## src/uart_irq_cfg.svh

```systemverilog
`ifndef UART_IRQ_CFG_SVH
`define UART_IRQ_CFG_SVH
// register addresses on the 3-bit channel bus
`define ADDR_RXTX       3'h0
`define ADDR_IER        3'h1
`define ADDR_ISR_FCR    3'h2
`define ADDR_LSR        3'h5
`define ADDR_MSR        3'h6
// interrupt_enable fields
`define IE_RX_READY     0
`define IE_TX_READY     1
`define IE_LINE         2
`define IE_MODEM        3
`define IE_SLEEP        4
`define IE_XOFF         5
`define IE_RTS          6
`define IE_CTS          7
// fifo_control fields
`define FC_ENABLE       0
`define FC_RX_RESET     1
`define FC_TX_RESET     2
`define FC_DMA          3
`define FC_TRIG_LO      6
// status codes, bits 5..0
`define CODE_LINE       6'h06
`define CODE_TIMEOUT    6'h0c
`define CODE_RX_READY   6'h04
`define CODE_TX_READY   6'h02
`define CODE_MODEM      6'h00
`define CODE_XOFF       6'h10
`define CODE_FLOW       6'h20
`define CODE_NONE       6'h01
// receive trigger levels
`define TRIG_0          5'h01
`define TRIG_1          5'h04
`define TRIG_2          5'h08
`define TRIG_3          5'h0e
// receive time-out: four characters plus twelve bits
`define TO_CHARS        4
`define TO_EXTRA_BITS   12
`define REG_RESET       8'h00
`endif

```

## src/uart_irq_pkg.sv

```systemverilog
package uart_irq_pkg;
  typedef logic [7:0] byte_t;
  typedef logic [4:0] level_t;
  typedef enum logic [3:0] {
    SRC_NONE, SRC_LINE, SRC_TIMEOUT, SRC_RX_READY,
    SRC_TX_READY, SRC_MODEM, SRC_XOFF, SRC_FLOW
  } irq_src_t;
endpackage : uart_irq_pkg
```

## src/rx_timeout_timer.sv

```systemverilog
`include "uart_irq_cfg.svh"
module rx_timeout_timer #(
  parameter int CW = 16
) (
  input  wire logic          clk_sys,
  input  wire logic          rst_b,
  input  wire logic          bit_tick,
  input  wire logic [3:0]    char_bits,
  input  wire logic          restart,
  input  wire logic          armed,
  output logic               expired
);
  logic [CW-1:0] cnt_q;
  logic [CW-1:0] limit;
  // bits per character includes start, parity and stop framing from the caller
  assign limit = CW'(`TO_CHARS) * CW'(char_bits) + CW'(`TO_EXTRA_BITS);
  always_ff @(posedge clk_sys) begin
    if (!rst_b || restart || !armed) begin
      cnt_q   <= '0;
      expired <= 1'b0;
    end else if (bit_tick && !expired) begin
      cnt_q <= cnt_q + CW'(1);
      if (cnt_q + CW'(1) >= limit) begin
        expired <= 1'b1;
      end
    end
  end
endmodule : rx_timeout_timer

```

## src/uart_interrupt_fifo_control.sv

```systemverilog
`include "uart_irq_cfg.svh"
// Functional notes
// - rx ready on char or trigger level
// - tx ready on empty, also at enable
// - line irq: overrun now, others at read
// - upper enables need enhanced-function bit
// - irq on rising rts or cts
// - report highest pending, hold until serviced
// - time-out after four chars twelve bits
// - flow irqs only with auto flow control
// - line status read clears line irq
// - rx ready below trigger, timeout on read
// - tx ready clears on status read/write
// - modem status read clears modem, flow
// - xoff/special clear on read or character
// - status code per priority level
// - bit zero low while pending
// - status bits 5..4 need enhanced bit
// - top bits show fifo enable
// - enable bit must accompany other bits
// - fifo reset bits self-clear
// - dma select switches rx ready pin only
// - trigger select gives 1/4/8/14
// - all enables and controls reset zero, rx trigger to level 1
// - enhanced bit gates upper field writes
module uart_interrupt_fifo_control #(
  parameter int FIFO_DEPTH = 16,
  parameter int TO_CW      = 16
) (
  input  wire logic                  clk_sys,
  input  wire logic                  rst_b,
  input  wire logic [2:0]            bus_addr,
  input  wire uart_irq_pkg::byte_t   bus_wdata,
  input  wire logic                  bus_wr,
  input  wire logic                  bus_rd,
  output uart_irq_pkg::byte_t        bus_rdata,
  input  wire logic                  enhanced_en,
  input  wire logic                  auto_cts_en,
  input  wire logic                  auto_rts_en,
  input  wire uart_irq_pkg::level_t  rx_level,
  input  wire logic                  rx_char_in,
  input  wire logic                  rx_overrun,
  input  wire logic                  rx_head_error,
  input  wire logic                  tx_empty,
  input  wire logic                  modem_delta,
  input  wire logic                  xoff_rx,
  input  wire logic                  xon_rx,
  input  wire logic                  special_rx,
  input  wire logic                  rts_level,
  input  wire logic                  cts_pin_b,
  input  wire logic                  bit_tick,
  input  wire logic [3:0]            char_bits,
  output logic                       irq,
  output uart_irq_pkg::byte_t        interrupt_enable_q,
  output logic                       fifo_en_q,
  output logic                       rx_fifo_reset_q,
  output logic                       tx_fifo_reset_q,
  output logic                       dma_mode_q,
  output uart_irq_pkg::level_t       rx_trigger_q,
  output logic                       receive_ready_pin_b,
  output logic                       transmit_ready_pin_b
);
  import uart_irq_pkg::*;

  logic       line_q, tx_q, modem_q, xoff_q, special_q, flow_q;
  logic       tx_empty_q, rts_prev_q;
  logic       cts_s1_q, cts_s2_q, cts_prev_q;
  irq_src_t   held_q;
  logic       rx_nonempty, rx_at_trig, timeout;

  wire wr_ier   = bus_wr && (bus_addr == `ADDR_IER);
  wire wr_fcr   = bus_wr && (bus_addr == `ADDR_ISR_FCR);
  wire wr_thr   = bus_wr && (bus_addr == `ADDR_RXTX);
  wire rd_rhr   = bus_rd && (bus_addr == `ADDR_RXTX);
  wire rd_isr   = bus_rd && (bus_addr == `ADDR_ISR_FCR);
  wire rd_lsr   = bus_rd && (bus_addr == `ADDR_LSR);
  wire rd_msr   = bus_rd && (bus_addr == `ADDR_MSR);
  wire [7:0] ie = interrupt_enable_q;

  wire en_xoff  = ie[`IE_XOFF] && enhanced_en;
  wire en_rts   = ie[`IE_RTS] && enhanced_en;
  wire en_cts   = ie[`IE_CTS] && enhanced_en;

  wire [7:0] ier_d = enhanced_en ? bus_wdata : {ie[7:4], bus_wdata[3:0]};

  wire level_t trig_d = (bus_wdata[7:6] == 2'b00) ? `TRIG_0 :
                        (bus_wdata[7:6] == 2'b01) ? `TRIG_1 :
                        (bus_wdata[7:6] == 2'b10) ? `TRIG_2 : `TRIG_3;

  assign rx_nonempty = (rx_level != 5'h00);
  assign rx_at_trig  = fifo_en_q ? (rx_level >= rx_trigger_q) : rx_nonempty;

  rx_timeout_timer #(.CW(TO_CW)) u_timeout (
    .clk_sys   (clk_sys),
    .rst_b     (rst_b),
    .bit_tick  (bit_tick),
    .char_bits (char_bits),
    .restart   (rx_char_in || rd_rhr),
    .armed     (fifo_en_q && rx_nonempty),
    .expired   (timeout)
  );

  wire tx_rise   = tx_empty && !tx_empty_q;
  wire tx_en_set = wr_ier && ier_d[`IE_TX_READY] && !ie[`IE_TX_READY] && tx_empty;
  wire rts_rise  = rts_level && !rts_prev_q;
  wire cts_rise  = cts_s2_q && !cts_prev_q;
  wire flow_ev   = (rts_rise && en_rts && auto_rts_en) ||
                   (cts_rise && en_cts && auto_cts_en);
  wire line_ev   = rx_overrun || rx_head_error;

  wire p_line  = line_q && ie[`IE_LINE];
  wire p_to    = timeout && ie[`IE_RX_READY];
  wire p_rx    = rx_at_trig && ie[`IE_RX_READY];
  wire p_tx    = tx_q && ie[`IE_TX_READY];
  wire p_modem = modem_q && ie[`IE_MODEM];
  wire p_xoff  = (xoff_q || special_q) && en_xoff && enhanced_en;
  wire p_flow  = flow_q && (en_rts || en_cts);

  wire irq_src_t top = p_line  ? SRC_LINE     :
                       p_to    ? SRC_TIMEOUT  :
                       p_rx    ? SRC_RX_READY :
                       p_tx    ? SRC_TX_READY :
                       p_modem ? SRC_MODEM    :
                       p_xoff  ? SRC_XOFF     :
                       p_flow  ? SRC_FLOW     : SRC_NONE;

  // held source stays presented while still pending
  wire held_live = (held_q == SRC_LINE     && p_line)  ||
                   (held_q == SRC_TIMEOUT  && p_to)    ||
                   (held_q == SRC_RX_READY && p_rx)    ||
                   (held_q == SRC_TX_READY && p_tx)    ||
                   (held_q == SRC_MODEM    && p_modem) ||
                   (held_q == SRC_XOFF     && p_xoff)  ||
                   (held_q == SRC_FLOW     && p_flow);
  wire irq_src_t shown = held_live ? held_q : top;

  logic [5:0] code;
  always_comb begin
    unique case (shown)
      SRC_LINE:     code = `CODE_LINE;
      SRC_TIMEOUT:  code = `CODE_TIMEOUT;
      SRC_RX_READY: code = `CODE_RX_READY;
      SRC_TX_READY: code = `CODE_TX_READY;
      SRC_MODEM:    code = `CODE_MODEM;
      SRC_XOFF:     code = `CODE_XOFF;
      SRC_FLOW:     code = `CODE_FLOW;
      SRC_NONE:     code = `CODE_NONE;
      default:      code = `CODE_NONE;
    endcase
  end

  wire [7:0] isr_val = {fifo_en_q, fifo_en_q, code};
  wire [7:0] rdata_d = rd_isr ? isr_val :
                       (bus_rd && bus_addr == `ADDR_IER) ? ie : 8'h00;

  wire fcr_take = wr_fcr && bus_wdata[`FC_ENABLE];

  always_ff @(posedge clk_sys) begin
    if (!rst_b) begin
      interrupt_enable_q <= `REG_RESET;
      fifo_en_q          <= 1'b0;
      dma_mode_q         <= 1'b0;
      rx_trigger_q       <= `TRIG_0;
      rx_fifo_reset_q    <= 1'b0;
      tx_fifo_reset_q    <= 1'b0;
    end else begin
      if (wr_ier) begin
        interrupt_enable_q <= ier_d;
      end
      if (wr_fcr) begin
        fifo_en_q <= bus_wdata[`FC_ENABLE];
      end
      if (fcr_take) begin
        dma_mode_q   <= bus_wdata[`FC_DMA];
        rx_trigger_q <= trig_d;
      end
      rx_fifo_reset_q <= fcr_take && bus_wdata[`FC_RX_RESET];
      tx_fifo_reset_q <= fcr_take && bus_wdata[`FC_TX_RESET];
    end
  end

  always_ff @(posedge clk_sys) begin
    if (!rst_b) begin
      line_q     <= 1'b0;
      tx_q       <= 1'b0;
      modem_q    <= 1'b0;
      xoff_q     <= 1'b0;
      special_q  <= 1'b0;
      flow_q     <= 1'b0;
      tx_empty_q <= 1'b1;
      rts_prev_q <= 1'b0;
      cts_s1_q   <= 1'b1;
      cts_s2_q   <= 1'b1;
      cts_prev_q <= 1'b1;
      held_q     <= SRC_NONE;
    end else begin
      tx_empty_q <= tx_empty;
      rts_prev_q <= rts_level;
      cts_s1_q   <= cts_pin_b;
      cts_s2_q   <= cts_s1_q;
      cts_prev_q <= cts_s2_q;
      line_q  <= line_ev || (line_q && !rd_lsr);
      // tx clear on isr read while tx ready is shown, or thr write
      tx_q    <= tx_rise || tx_en_set || (tx_q && !(rd_isr && shown == SRC_TX_READY) && !wr_thr);
      modem_q <= modem_delta || (modem_q && !rd_msr);
      flow_q  <= flow_ev || (flow_q && !rd_msr);
      xoff_q    <= xoff_rx || (xoff_q && !rd_isr && !xon_rx);
      special_q <= special_rx || (special_q && !rd_isr && !rx_char_in);
      held_q  <= shown;
    end
  end

  // outputs registered
  always_ff @(posedge clk_sys) begin
    if (!rst_b) begin
      bus_rdata            <= 8'h00;
      irq                  <= 1'b0;
      receive_ready_pin_b  <= 1'b1;
      transmit_ready_pin_b <= 1'b0;
    end else begin
      bus_rdata <= rdata_d;
      // pending when code bit zero low
      irq <= !code[0];
      receive_ready_pin_b  <= dma_mode_q ? !(rx_at_trig || timeout) : !rx_nonempty;
      transmit_ready_pin_b <= dma_mode_q ? !tx_empty : !tx_empty;
    end
  end
endmodule : uart_interrupt_fifo_control

```

## config.mk

```make
export PLATFORM = sky130hd
export DESIGN_NAME = uart_interrupt_fifo_control
export DESIGN_NICKNAME = d
export VERILOG_FILES = /design/src/uart_irq_pkg.sv /design/src/rx_timeout_timer.sv /design/src/uart_interrupt_fifo_control.sv
export VERILOG_INCLUDE_DIRS = /design/src
export SDC_FILE = /design/constraint.sdc
export NUM_CORES = 1
export LEC_CHECK = 0
export ABC_AREA = 1
export BUFFER_PORTS_ARGS = -buffer_cell sky130_fd_sc_hd__buf_2
export CORE_MARGIN = 2
export CORE_UTILIZATION = 45
export CTS_BUF_LIST = sky130_fd_sc_hd__clkbuf_16
export DETAILED_ROUTE_END_ITERATION = 16
export PLACE_DENSITY = 0.78
export SLEW_MARGIN = 20
export SYNTH_ARGS = -nofsm -noshare
export SYNTH_HDL_FRONTEND = slang
export SYNTH_SLANG_ARGS = --single-unit
export TNS_END_PERCENT = 30
```

## constraint.sdc

```tcl
create_clock -name clk_sys -period 2.5 [get_ports clk_sys]
set_input_delay 0.125 -clock clk_sys [delete_from_list [all_inputs] [get_ports clk_sys]]
set_output_delay 0.125 -clock clk_sys [all_outputs]
set_load 0.02 [all_outputs]
```

After elaboration in Yosys (flattened, before gate mapping)
Memories as Yosys holds them, arrays and structs flattened.
Cells that the tools add are included.
{ "word_totals": {"ff_bits": 60, "rom_bits": 48, "in_bits": 38, "elab_cells": 155, "mem_count": 1} }
{ "op_classes": {"add_sub_neg": 2, "magnitude_cmp": 2, "n_eq_ne": 14, "mux": 16, "reduce_logical": 95} }
{ "memory_table": {"columns": ["name", "depth", "word_bits", "rd", "rd_ports_with_merged_regs", "wr", "line_no", "text"], "rows": [
  ["(no name shown)", 8, 6, 1, 0, 0, "uart_interrupt_fifo_control.sv:139", "unique case (shown)"]
]} }
{ "ops": {"columns": ["operator", "n"], "rows": [
  ["$logic_and A1 B1 Y1", 51],
  ["$mux W3", 8],
  ["$logic_or A1 B1 Y1", 21],
  ["$eq A4 B3 Y1 const B", 5],
  ["$logic_not A1 Y1", 18],
  ["$add A16 B1 Y16 const B", 1],
  ["$ge A16 B16 Y1", 1],
  ["$mux W8", 2],
  ["$mux W4", 3],
  ["$eq A4 B2 Y1 const B", 2],
  ["$add A6 B4 Y7 const B", 1],
  ["$eq A3 B3 Y1 const B", 2],
  ["$mux W6", 1],
  ["$ge A5 B5 Y1", 1],
  ["$reduce_bool A5 Y1", 1],
  ["$eq A4 B1 Y1 const B", 1],
  ["$reduce_and A2 Y1", 2],
  ["$eq A3 B1 Y1 const B", 1],
  ["$eq A3 B2 Y1 const B", 1],
  ["$logic_not A3 Y1", 1],
  ["$eq A2 B1 Y1 const B", 1],
  ["$eq A2 B2 Y1 const B", 1],
  ["$logic_not A2 Y1", 1],
  ["$mux W1", 2]
]} }

Logic depth before layout (Yosys ltp)
Gate-level depths: netlist of run 1.
{ "logic_depth": {"depth_word": 17, "ltp_mapped": 17} }

Modules after synthesis
A second synthesis of run 1 with hierarchy kept.
{ "unflattened": {"cells_unflattened": 478, "hier_area_um2": 3203.1} }
{ "by_module_without_submodules": {"columns": ["module", "instances", "cells_each", "area_per_inst_um2"], "rows": [
  ["uart_interrupt_fifo_control", 1, 292, 1964.4],
  ["rx_timeout_timer", 1, 186, 1238.7]
]} }

Least setup slack after synthesis of run 1
Ideal clock, no wire load.
{ "synth_path": {"kind": "reg-to-reg", "start": "reg rx_trigger_q[3]", "end": "reg tx_q", "arrival_time_ns": 1.791, "t_required_ns": 2.368, "slack_ns": 0.577, "stages_incl_launch_ff": 16, "synth_period_minus_slack_ns": 1.923, "path_cell_list": "dfxtp_1 inv_1 ha_1 inv_1 nor2_1 nand3_1 nand3_1 nand4_1 nand2_4 inv_1 nand2_2 nand2_4 nor2_2 nand2_1 nand2_1 a21oi_1"} }
{ "synth_between": {"elab_chain_cells": 16} }
{ "synth_lines": {"columns": ["element", "line_no", "text"], "rows": [
  ["start, declared", "uart_interrupt_fifo_control.sv:59", "output uart_irq_pkg::level_t rx_trigger_q,"],
  ["start signal, assigned", "uart_interrupt_fifo_control.sv:163", "rx_trigger_q <= `TRIG_0;"],
  ["start signal, assigned", "uart_interrupt_fifo_control.sv:175", "rx_trigger_q <= trig_d;"],
  ["$ge A5 B5 Y1 (*)", "uart_interrupt_fifo_control.sv:91", "assign rx_at_trig = fifo_en_q ? (rx_level >= rx_trigger_q) : rx_nonempty;"],
  ["$mux W1 (*)", "uart_interrupt_fifo_control.sv:91", null],
  ["$logic_and A1 B1 Y1 (*)", "uart_interrupt_fifo_control.sv:113", "wire p_rx = rx_at_trig && ie[`IE_RX_READY];"],
  ["$logic_and A1 B1 Y1", "uart_interrupt_fifo_control.sv:130", "(held_q == SRC_RX_READY && p_rx) ||"],
  ["$logic_or A1 B1 Y1", "uart_interrupt_fifo_control.sv:129", "(held_q == SRC_TIMEOUT && p_to) ||"],
  ["$logic_or A1 B1 Y1", "uart_interrupt_fifo_control.sv:130", null],
  ["$logic_or A1 B1 Y1", "uart_interrupt_fifo_control.sv:131", "(held_q == SRC_TX_READY && p_tx) ||"],
  ["$logic_or A1 B1 Y1", "uart_interrupt_fifo_control.sv:132", "(held_q == SRC_MODEM && p_modem) ||"],
  ["$logic_or A1 B1 Y1", "uart_interrupt_fifo_control.sv:133", "(held_q == SRC_XOFF && p_xoff) ||"],
  ["$mux W4 (*)", "uart_interrupt_fifo_control.sv:135", "wire irq_src_t shown = held_live ? held_q : top;"],
  ["$eq A4 B3 Y1 (*)", "uart_interrupt_fifo_control.sv:204", "tx_q <= tx_rise || tx_en_set || (tx_q && !(rd_isr && shown == SRC_TX_READY) && !wr_thr);"],
  ["$logic_and A1 B1 Y1 (*)", "uart_interrupt_fifo_control.sv:204", null],
  ["$logic_not A1 Y1 (*)", "uart_interrupt_fifo_control.sv:204", null],
  ["$logic_and A1 B1 Y1 (*) (2 in a row)", "uart_interrupt_fifo_control.sv:204", null],
  ["$logic_or A1 B1 Y1 (*)", "uart_interrupt_fifo_control.sv:204", null],
  ["end signal, assigned", "uart_interrupt_fifo_control.sv:204", null],
  ["end, declared", "uart_interrupt_fifo_control.sv:65", "logic line_q, tx_q, modem_q, xoff_q, special_q, flow_q;"]
]} }
Every way passes the cells marked *; elsewhere a longest branch is shown, timed or not.
A chain may end at the register's enable or synchronous reset.

Worst setup path in the final report of run 1
{ "layout_path": {"start": "reg u_timeout.cnt_q[0]", "end": "reg u_timeout.expired"} }
{ "layout_between": {"elab_chain_cells": 3} }
{ "layout_lines": {"columns": ["element", "line_no", "text"], "rows": [
  ["start, declared", "rx_timeout_timer.sv:13", "logic [CW-1:0] cnt_q;"],
  ["start signal, assigned", "rx_timeout_timer.sv:22", "cnt_q <= cnt_q + CW'(1);"],
  ["$add A16 B1 Y16", "rx_timeout_timer.sv:23", "if (cnt_q + CW'(1) >= limit) begin"],
  ["$ge A16 B16 Y1", "rx_timeout_timer.sv:23", null],
  ["$reduce_and A2 Y1 (no source line)", null, null],
  ["end signal, assigned", "rx_timeout_timer.sv:20", "expired <= 1'b0;"],
  ["end signal, assigned", "rx_timeout_timer.sv:24", "expired <= 1'b1;"],
  ["end, declared", "rx_timeout_timer.sv:11", "output logic expired"]
]} }
Every way passes these cells.

==> metrics.yaml, run 1 <==
crit_required_ns: 2.72
vias: 3008
grt_first_pass_wirelength_um: 12600
io_pins: 66
post_cts_buffers: 0
initial_utilization: 0.473
power.total_mw: 2.38
synth_cell_types: 35
synth_most_common_cell: "nand2_1"
num-nets-final: 555
fmax_ghz: 0.477
vias_per_cell: 5.12
period_minus_slack_ns: 2.10
grt_pass1_vias: 2773
finClkSkew_ns: 0.00510
power.internal_mw: 1.80
cp.arrival_ns: 2.32
cts_resized: 0
p_seq_frac: 0.409
synth-main-ff-cell: "dfxtp_1"
rsz0062_at_grt: "no"
syn_to_final_growth_pct: 24.3
holdBufCountCts: 3
die_area_sq_um: 7420
syn_inst: 431
status: "finished clean"
finalSetupViolations: 0
htreeDepth: 3
cpMaxStageDelayCell: "dfxtp_1"
p_per_area_nw_per_um2: 632
max_stage_delay_ns: 0.34
crit_buf_inv: 0
portBuffers: 64
cp-start-kind: "flop"
ys_seq_area_frac: 0.389
ant_nets: 0
combPwrFrac: 0.073
clk_path_buf_depth: 2
finalWirelength_um: 7760
crit_path_max_fanout: 4
fin_crit_sh: 0.839
synthArstFlopShare: 0
synth_top_cell_by_area: "dfxtp_1"
relSlewSlack: 0.670
gp_congestion: 0.945
die_w_um: 86.2
antenna_found_initial: 0
clock_latency_ns: 0.33
p_clk_frac: 0.518
syn_area_sq_um: 3040
worst_slew_pin_slew_ns: 0.491
leakagePower_nw: 1.86
netlist_top_cells_area: "dfxtp_1 (39%), nand2_1 (12%), inv_1 (7.8%)"
drt_iter0_markers: 150
ir_worst_vdd_uv: 486
path_common_cell: "nand2_1"
clockRootBuffer: "clkbuf_16"
grt.overflow.total: 0
cts_tree: "built"
criticalPathCategory: "reg -> reg"
grt_max_degree: 27
insertedDiodeCount: 0
yosys_warnings: 0
hp-class: "in -> reg"
dp_hpwl_um: 5800
numCtsBuffers: 9
place_inst: 568
power.switching_mw: 0.581
drive_above_1_share: 0.208
wl_per_cell_um: 13.2
drv_cap: 0
synth-edff-count: 0
swShare: 0.244
drc: 0
synth_common_cells: "nand2_1 (94), inv_1 (63), dfxtp_1 (59)"
grtUsageTotal: 0.218
path_cells: "ha_1 -> or2_2 -> nand2_1 -> ha_1 -> nand2_1 -> a21boi_0 -> o21ai_0 -> nand2_1 -> a21o_1 -> a21oi_1 -> nand3_1 -> nand2_1 -> a21oi_1"
synth-seq-cells: 59
final-instance-count-excl-fill: 587
cp-end-kind: "flop"
hold_viol_final: 0
fp.dieH_um: 86.2
tns_ns: 0
synth_top_cell_area_share: 0.389
clk_pin_slew_ns: 0.06
cts_sinks: 59
critical_path.top_delay_family: "simple AND/OR/NAND/NOR gates"
syn_area_per_cell_sq_um: 7.05
hold_slack_ns: 0.00506
drv_slew: 0
num_rows: 29
drtPass1Iterations: 4
core_area_sq_um: 6420
power groups by stage:
stage / Clock, mW / Sequential [mW] / Combinational (mW)
3_5_place_dp: 0 / 0.994 / 0.169
5_1_grt: 1.29 / 0.976 / 0.196
4_1_cts: 1.24 / 0.974 / 0.174
6_report: 1.24 / 0.975 / 0.175
2_1_floorplan: 0 / 1.00 / 0.0917
3_3_place_gp: 0 / 0.993 / 0.163
flip-flops by register name, indices dropped and copies added, names as in the netlist, 4 cells and up:
register and flops:
bus_rdata 8, held_q 4, interrupt_enable_q 8, rx_trigger_q 4
u_timeout.cnt_q 16
per-stage QoR:
stage / util / area [sq um] / worst slack (ns)
4_1_cts: 0.588 / 3770 / 0.385
5_1_grt: 0.588 / 3770 / 0.167
6_report: 0.588 / 3770 / 0.403
2_1_floorplan: - / 3040 / 0.577
3_5_place_dp: 0.536 / 3440 / 0.424
3_3_place_gp: 0.536 / 3440 / 0.501
kinds of logic after synthesis:
logic type | count (synthesis) | synth area share
simple gates | 201 | 0.299
buf+inv | 77 | 0.0980
compound gates | 68 | 0.126
flops | 59 | 0.389
xor+xnor | 13 | 0.0375
fa+ha+maj | 12 | 0.0494
other cells | 1 | 0.00123
final cells by class:
type | instances | area (sq um)
clock buffers | 9 | 225
clock inverters | 7 | 77.6
fillers | 611 | 2650
inverters | 69 | 259
multi-input cells | 296 | 1560
flip-flops and latches | 59 | 1180
well taps | 77 | 96.3
repair buffers | 70 | 373
layer usage:
| layer | track usage | share of wire |
|---|---|---|
| met4 | 0.104 | 0.024 |
| met1 | 0.291 | 0.48 |
| met2 | 0.338 | 0.45 |
| met5 | 0 | 0 |
| met3 | 0.0423 | 0.053 |
cells in the final DEF (no fill, tap or decap), types with 4 or more instances in the layout:
cell | Yosys | final
dfxtp_1 | 59 | 59
nand4_1 | 9 | 9
nor2_1 | 35 | 35
nand3b_1 | 4 | 4
o21ai_0 | 19 | 19
nor3_1 | 10 | 10
clkbuf_16 | 0 | 9
nand3_1 | 31 | 31
nor2_2 | 9 | 9
ha_1 | 12 | 12
xor2_1 | 12 | 12
o211ai_1 | 7 | 7
nand2_1 | 94 | 94
inv_1 | 63 | 63
buf_2 | 1 | 64
a21oi_1 | 32 | 32
path summary, 6_finish.rpt:
| kind | startpoint | to | slack [ns] | cells past startpoint |
|---|---|---|---|---|
| worst max-delay path | u_timeout.cnt_q[0]$_SDFFE_PP0P_ | u_timeout.expired$_SDFFE_PP0P_ | 0.40 | 13 |
| worst min-delay path | special_rx | special_q$_SDFF_PN0_ | 0.005 | 3 |
| worst max register to register | u_timeout.cnt_q[0]$_SDFFE_PP0P_ | u_timeout.expired$_SDFFE_PP0P_ | 0.40 | 13 |
| worst min register to register | cts_s2_q$_SDFF_PN1_ | cts_prev_q$_SDFF_PN1_ | 0.42 | 2 |
worst register-to-register path, delay by kind of cell, from the launching register on:
kind | cells | cell delay [ns]
compound gates | 5 | 0.55
flops | 1 | 0.34
simple gates | 6 | 0.64
fa+ha+maj | 2 | 0.45
Power figures use the tool's default switching activity.
==> inputs of run 2 (changes only) <==
Settings changed: ABC_AREA 1 to 0.
Clock period 2.5 ns to 2.2 ns, I/O delays scaled along.
==> run 2 against run 1 <==
  * Sequential power increased by 13%
  * Clock power increased by 23%
  * Sequential share of layout area decreased by 2.7 points
  * Register-to-register slack got worse by 0.33 ns
  * Synthesized cell count decreased by 15%
  * Core utilization increased by 2.8 points
  * Cell count decreased by 6.5%
  * Die area increased by 2.5%
  * Critical path depth decreased by 6
  * Hold slack improved by 0.017 ns
  * Via count increased by 3.2%
  * Non-clock buffer count increased by 27
  * Critical path type unchanged
==> metrics.yaml, run 2 <==
netlist_top_cells_area: "dfxtp_1 (38%), nand2_1 (5.4%), nor2_1 (5.3%)"
hold_depth: 2  # -1
cts_tree: "built"
vias_per_cell: 5.65  # +10%
grt_max_degree: 18  # -33%
reg2regPathDepth: 7  # -6
clockRootBuffer: "clkbuf_16"
hp-class: "in -> reg"
period_minus_slack_ns: 2.12  # +0.0275 ns
drtPass1Iterations: 6  # +2
largest-register: "u_timeout.cnt_q"
topRoutingLayerUsed: "met4"
clk_path_buf_depth: 2  # unchanged
regArea_sq_um: 1190  # +0.74%
gp_congestion: 0.925  # -2.1%
ant_nets: 0  # unchanged
ys_seq_area_frac: 0.379  # -0.00983
synth_compound_area_frac: 0.180  # +0.0534
synth-main-ff-cell: "dfxtp_1"
drive_above_1_share: 0.288  # +0.0800
hold_viol_final: 0  # unchanged
place_area_sq_um: 3670  # +6.6%
finalWirelength_um: 8450  # +8.8%
final-instance-count-excl-fill: 549  # -6.5%
place_inst: 525  # -7.6%
crit_path_max_fanout: 6  # +2
grt_pass1_vias: 2802  # +1.0%
criticalPathCategory: "reg -> reg"
synth-edff-count: 0  # unchanged
insertedDiodeCount: 0  # unchanged
grtUsageTotal: 0.226  # +0.00833
fin_crit_sh: 0.966  # +0.127
cp-start-kind: "flop"
core_area_sq_um: 6760  # +5.2%
met1_length_um: 3750  # +1.5%
syn_area_sq_um: 3120  # +2.6%
fmax_ghz: 0.471  # -1.3%
portBuffers: 64  # unchanged
antenna_found_initial: 0  # unchanged
syn_to_final_growth_pct: 33.5
grt.overflow.total: 0  # unchanged
p_per_area_nw_per_um2: 684  # +8.2%
mostFrequentLayoutCells: "buf_2 (64), dfxtp_1 (54), nand2_1 (45)"
num_rows: 30  # +3.4%
muxShareOfSynthArea: 0.0161  # +0.0161
wl_per_cell_um: 15.4  # +16%
largest_register_ffs: 16  # unchanged
yosys_warnings: 0  # unchanged
io_pins: 66  # unchanged
synth_simple_gate_area_frac: 0.273  # -0.0260
finClkSkew_ns: 0.00744  # +0.00234 ns
fp.dieH_um: 87.2  # +1.2%
clock_latency_ns: 0.33  # about the same
cp-end-kind: "flop"
hold_slack_ns: 0.0223  # +0.0172 ns
drv_slew: 0  # unchanged
relSlewSlack: 0.660  # -0.0102
cts_sinks: 59  # unchanged
synth_most_common_cell: "dfxtp_1"
n_fill_cell: 556  # -9.0%
htreeDepth: 3  # unchanged
drv_cap: 0  # unchanged
syn_inst: 368  # -15%
synth_xor_xnor_area_share: 0.0674  # +0.0300
synthArstFlopShare: 0  # unchanged
syn_area_per_cell_sq_um: 8.47  # +20%
path_cells: "nand2_1 -> and3b_1 -> o41a_1 -> o2111ai_4 -> a21boi_4 -> inv_2 -> o31ai_2"
top_regs: "u_timeout.cnt_q: 16 flops, bus_rdata: 8 flops, interrupt_enable_q: 8 flops"
status: "finished clean"
wl_met3_um: 508  # +22%
drt_iter0_markers: 241  # +61%
finalSetupViolations: 0  # unchanged
synth_fa_ha_area_frac: 0.0482  # -0.00125
fin_area_sq_um: 4160  # +10%
multi_input_area_sq_um: 1910  # +22%
max_stage_delay_ns: 0.45  # +0.11 ns
worst_slew_pin_slew_ns: 0.508  # +0.0172 ns
rsz0062_at_grt: "yes"
ir_worst_vdd_uv: 469  # -3.5%
num-nets-final: 514  # -7.4%
numCtsBuffers: 9  # unchanged
synth-seq-cells: 59  # unchanged
grt_first_pass_wirelength_um: 13300  # +5.4%
crit_required_ns: 2.43  # -0.29 ns
leakagePower_nw: 1.76  # -5.6%
synth_cell_types: 64  # +83%
clk_pin_slew_ns: 0.06  # about the same
dp_hpwl_um: 6070  # +4.7%
synth_top_cell_area_share: 0.379  # -0.00983
synth_common_cells: "dfxtp_1 (59), nand2_1 (45), nor2_1 (44)"
initial_utilization: 0.461  # -0.0117
drc: 0  # unchanged
vias: 3103  # +3.2%
synth_top_family_by_area: "simple AND/OR/NAND/NOR gates"
final_common_cell: "buf_2"
cpMaxStageDelayCell: "o41a_1"
synth_top_cell_by_area: "dfxtp_1"
die_w_um: 87.2  # +1.2%
cp.arrival_ns: 2.35  # +0.03 ns
die_area_sq_um: 7610  # +2.5%
wl_met2_um: 4040  # +17%
run 2: cell types whose count changed in the layout (fill, tap and decap cells not counted), sizes merged, moves of 6 or more:
cell / before / now
and3: 0 / 6
o21ai: 21 / 12
xnor2: 1 / 11
nand2: 98 / 45
a21oi: 33 / 22
buf: 67 / 89
nand2b: 0 / 11
nand3: 31 / 18
inv: 67 / 14
run 2: report_power, final:
group	total, mW	switching (mW)	internal, mW	leakage (nW)
clock	1.53	0.532	1.00	0.160
combinational	0.209	0.117	0.0928	1.11
sequential	1.10	0.0144	1.09	0.482
run 2: worst paths after layout:
path | start | end | slack [ns]
worst max-delay path | modem_q$_SDFF_PN0_ | bus_rdata[0]$_SDFF_PN0_ | 0.08
worst min-delay path | bus_wdata[2] | tx_fifo_reset_q$_SDFF_PN0_ | 0.02
worst max register to register | modem_q$_SDFF_PN0_ | bus_rdata[0]$_SDFF_PN0_ | 0.08
worst min register to register | cts_s1_q$_SDFF_PN1_ | cts_s2_q$_SDFF_PN1_ | 0.41
run 2: worst max-delay path, delay by kind of cell (launching register included):
kind,cells,cell delay (ns)
flops,1,0.33
compound gates,4,1.27
simple gates,2,0.34
buf+inv,1,0.07
run 2: final cells by class:
cell class                      instances  share of cell area
Clock buffer                            9              0.0541
Timing Repair Buffer                   97               0.141
Clock inverter                          7              0.0241
Sequential cell                        59               0.286
Multi-Input combinational cell        285               0.460
Tap cell                               80              0.0241
Inverter                               12              0.0108
run 2: metrics by stage:
step / total power, mW / setup slack, ns / setup TNS (ns) / util
3_3_place_gp: 1.31 / 0.0579 / 0 / 0.543
5_1_grt: 2.94 / -0.0159 / -0.0267 / 0.616
2_1_floorplan: 1.23 / 0.00215 / 0 / -
6_report: 2.84 / 0.0752 / 0 / 0.616
4_1_cts: 2.85 / 0.00121 / 0 / 0.604
3_5_place_dp: 1.31 / -0.0323 / -0.0546 / 0.543
run 2: kinds of logic (layout without fill, tap and decap cells):
family                     count (synthesis)  in the layout
muxes                                      5              5
AOI/OAI and AO/OA                         76             76
xor gates and xnor gates                  24             24
other                                      1              2
adders and majority gates                 12             12
DFF                                       59             59
and+or+nand+nor                          166            166
buffers and inverters                     25            125
run 2: what timing repair did:
item / 4_1_cts / 5_1_grt
endpoints found under the setup margin: 5 / 10
buffers inserted: 0 / 0
endpoints found under the hold margin: 8 / 0
hold buffers: 8 / 0
pin swaps: 1 / 5
gates resized for setup: 3 / 17
run 2: routing by layer:
metal,global-route usage,up-vias
met5,0,-
li1,-,1497
met3,0.0540,17
met4,0.0895,0
met1,0.304,1467
met2,0.351,122
==> inputs of run 3 (changes only) <==
==> constraint.sdc (replaced) <==
create_clock -name clk_sys -period 2.4 [get_ports clk_sys]
set_input_delay 0.12 -clock clk_sys [delete_from_list [all_inputs] [get_ports clk_sys]]
set_output_delay 0.12 -clock clk_sys [all_outputs]
set_load 0.05 [all_outputs]
==> run 3 against run 2 <==
  * Non-clock buffer count down 17
  * Critical path depth up 2
  * Global-route usage down 1.1 points
  * Sequential power down 8%
  * Highest routed layer unchanged
  * Clock skew down 0.0018 ns
  * Routed wire length down 3.7%
  * Sequential share of layout area up 1.4 points
  * Register-to-register slack better by 0.09 ns
  * Cell count down 3.1%
  * Die area unchanged
  * Largest cell class unchanged
  * Hold slack worse by 0.016 ns
  * Setup slack better by 0.092 ns
==> metrics.yaml, run 3 (synthesis results as in run 2) <==
drt_iter0_markers: 215  # -11%
finalSetupViolations: 0  # unchanged
core_area_sq_um: 6760  # unchanged
place_area_sq_um: 3580  # -2.5%
drive_above_1_share: 0.246  # -0.0423
final_common_cell: "buf_2"
crit_required_ns: 2.61  # +0.18 ns
cts_sinks: 59  # unchanged
leakagePower_nw: 1.64  # -6.5%
clockRootBuffer: "clkbuf_16"
cp.arrival_ns: 2.45  # +0.10 ns
initial_utilization: 0.461  # unchanged
hold_depth: 3  # +1
die_w_um: 87.2  # unchanged
mostFrequentLayoutCells: "buf_2 (64), dfxtp_1 (58), nand2_1 (45)"
combPwrFrac: 0.075  # about the same
tns_ns: 0  # unchanged
drtPass1Iterations: 4  # -2
num-nets-final: 497  # -3.3%
finClkSkew_ns: 0.00560  # -0.00184 ns
status: "finished clean"
p_seq_frac: 0.397  # +0.009
drv_cap: 0  # unchanged
reg2regPathDepth: 9  # +2
grt.overflow.total: 0  # unchanged
fin_area_sq_um: 3940  # -5.3%
grt_max_degree: 23  # +5
crit_path_max_fanout: 8  # +2
p_per_area_nw_per_um2: 648  # -5.2%
power.internal_mw: 1.98  # -9.4%
syn_to_final_growth_pct: 26.4
clk_pin_slew_ns: 0.05  # about the same
hp-class: "in -> reg"
fmax_ghz: 0.448  # -4.8%
die_area_sq_um: 7610  # unchanged
rsz0062_at_grt: "no"
cp-start-kind: "flop"
final-instance-count-excl-fill: 532  # -3.1%
vias_per_cell: 5.52  # -2.4%
period_minus_slack_ns: 2.23  # +0.108 ns
insertedDiodeCount: 0  # unchanged
largest_register_ffs: 16  # unchanged
antenna_found_initial: 0  # unchanged
hold_viol_final: 0  # unchanged
gp_congestion: 0.934  # +1.0%
p_clk_frac: 0.528  # -0.011
fin_crit_sh: 0.930  # -0.0355
numCtsBuffers: 9  # unchanged
relSlewSlack: 0.508  # -0.152
dp_hpwl_um: 6010  # -0.98%
worst_slew_pin_slew_ns: 0.737  # +0.228 ns
power.switching_mw: 0.579  # -13%
top_regs: "u_timeout.cnt_q: 16 flops, bus_rdata: 8 flops, interrupt_enable_q: 8 flops"
grtUsageTotal: 0.215  # -0.0113
final_core_util: 0.583  # -0.0328
criticalPathCategory: "reg -> reg"
clock_latency_ns: 0.33  # about the same
largest-register: "u_timeout.cnt_q"
drc: 0  # unchanged
ir_worst_vdd_uv: 495  # +5.6%
vias: 2935  # -5.4%
finalWirelength_um: 8140  # -3.7%
grt_pass1_vias: 2728  # -2.6%
htreeDepth: 3  # unchanged
place_inst: 513  # -2.3%
portBuffers: 64  # unchanged
n_fill_cell: 598  # +7.6%
swShare: 0.227  # -0.00652
wl_per_cell_um: 15.3  # -0.62%
fp.dieH_um: 87.2  # unchanged
cp-end-kind: "flop"
cts_tree: "built"
grt_first_pass_wirelength_um: 12700  # -4.3%
io_pins: 66  # unchanged
num_rows: 30  # unchanged
clk_path_buf_depth: 2  # unchanged
drv_slew: 0  # unchanged
ant_nets: 0  # unchanged
==> run 3: changes by cell type in the layout (fill, tap and decap cells not counted), sizes merged <==
cell and change:
buf -12, inv -2, clkinvlp +2, dlygate4sd3 -5
==> run 3: repair_timing <==
action,4_1_cts,5_1_grt
endpoints found under the hold margin,4,0
setup endpoints to repair,0,1
hold buffers,3,0
buffers inserted,0,0
gates resized for setup,0,5
==> run 3: layout make-up <==
class                           count  area (sq um)  share of cell area
Clock buffer                        9           225              0.0572
Clock inverter                      7          92.6              0.0235
Inverter                           12          45.0              0.0114
Multi-Input combinational cell    285          1850               0.469
Sequential cell                    59          1180               0.300
Tap cell                           80           100              0.0254
Timing Repair Buffer               80           448               0.114
==> run 3: worst max-delay path, cell delays in order (launching register included) <==
cell,delay (ns)
dfxtp_1,0.35
inv_1,0.05
ha_1,0.26
and4b_1,0.20
a22oi_1,0.28
a21oi_1,0.16
o22ai_4,0.25
o211a_1,0.24
nand2_1,0.07
a32o_1,0.25
==> run 3: final timing paths <==
check | startpoint | end | slack (ns)
worst max-delay path | rx_trigger_q[1]$_SDFFE_PN0P_ | bus_rdata[1]$_SDFF_PN0_ | 0.17
worst min-delay path | xoff_rx | xoff_q$_SDFF_PN0_ | 0.006
worst max register to register | rx_trigger_q[1]$_SDFFE_PN0P_ | bus_rdata[1]$_SDFF_PN0_ | 0.17
worst min register to register | cts_s1_q$_SDFF_PN1_ | cts_s2_q$_SDFF_PN1_ | 0.41
==> run 3: metrics by stage <==
| step | worst slack (ns) | power [mW] | hold slack, ns |
|---|---|---|---|
| after floorplan | 0.00769 | 1.14 | 0.193 |
| after global placement | 0.168 | 1.21 | 0.306 |
| after detailed placement | 0.0928 | 1.22 | 0.309 |
| after CTS | 0.0794 | 2.57 | 0.00559 |
| after global routing | 0.00661 | 2.64 | 0.0130 |
| final | 0.167 | 2.55 | 0.00586 |
==> run 3: routing by layer <==
metal	vias up	share of wire	global-route usage
met4	0	0.0096	0.0741
met3	8	0.075	0.0559
met1	1371	0.45	0.285
li1	1462	-	-
met5	-	0	0
met2	94	0.47	0.339
==> run 3: power by group through the flow <==
stage,registers [mW],logic (mW),clock network [mW]
global placement,1.03,0.180,0
global route,1.01,0.208,1.42
CTS,1.01,0.190,1.36
finish,1.01,0.191,1.35
floorplan,1.05,0.0884,0
detailed placement,1.03,0.185,0
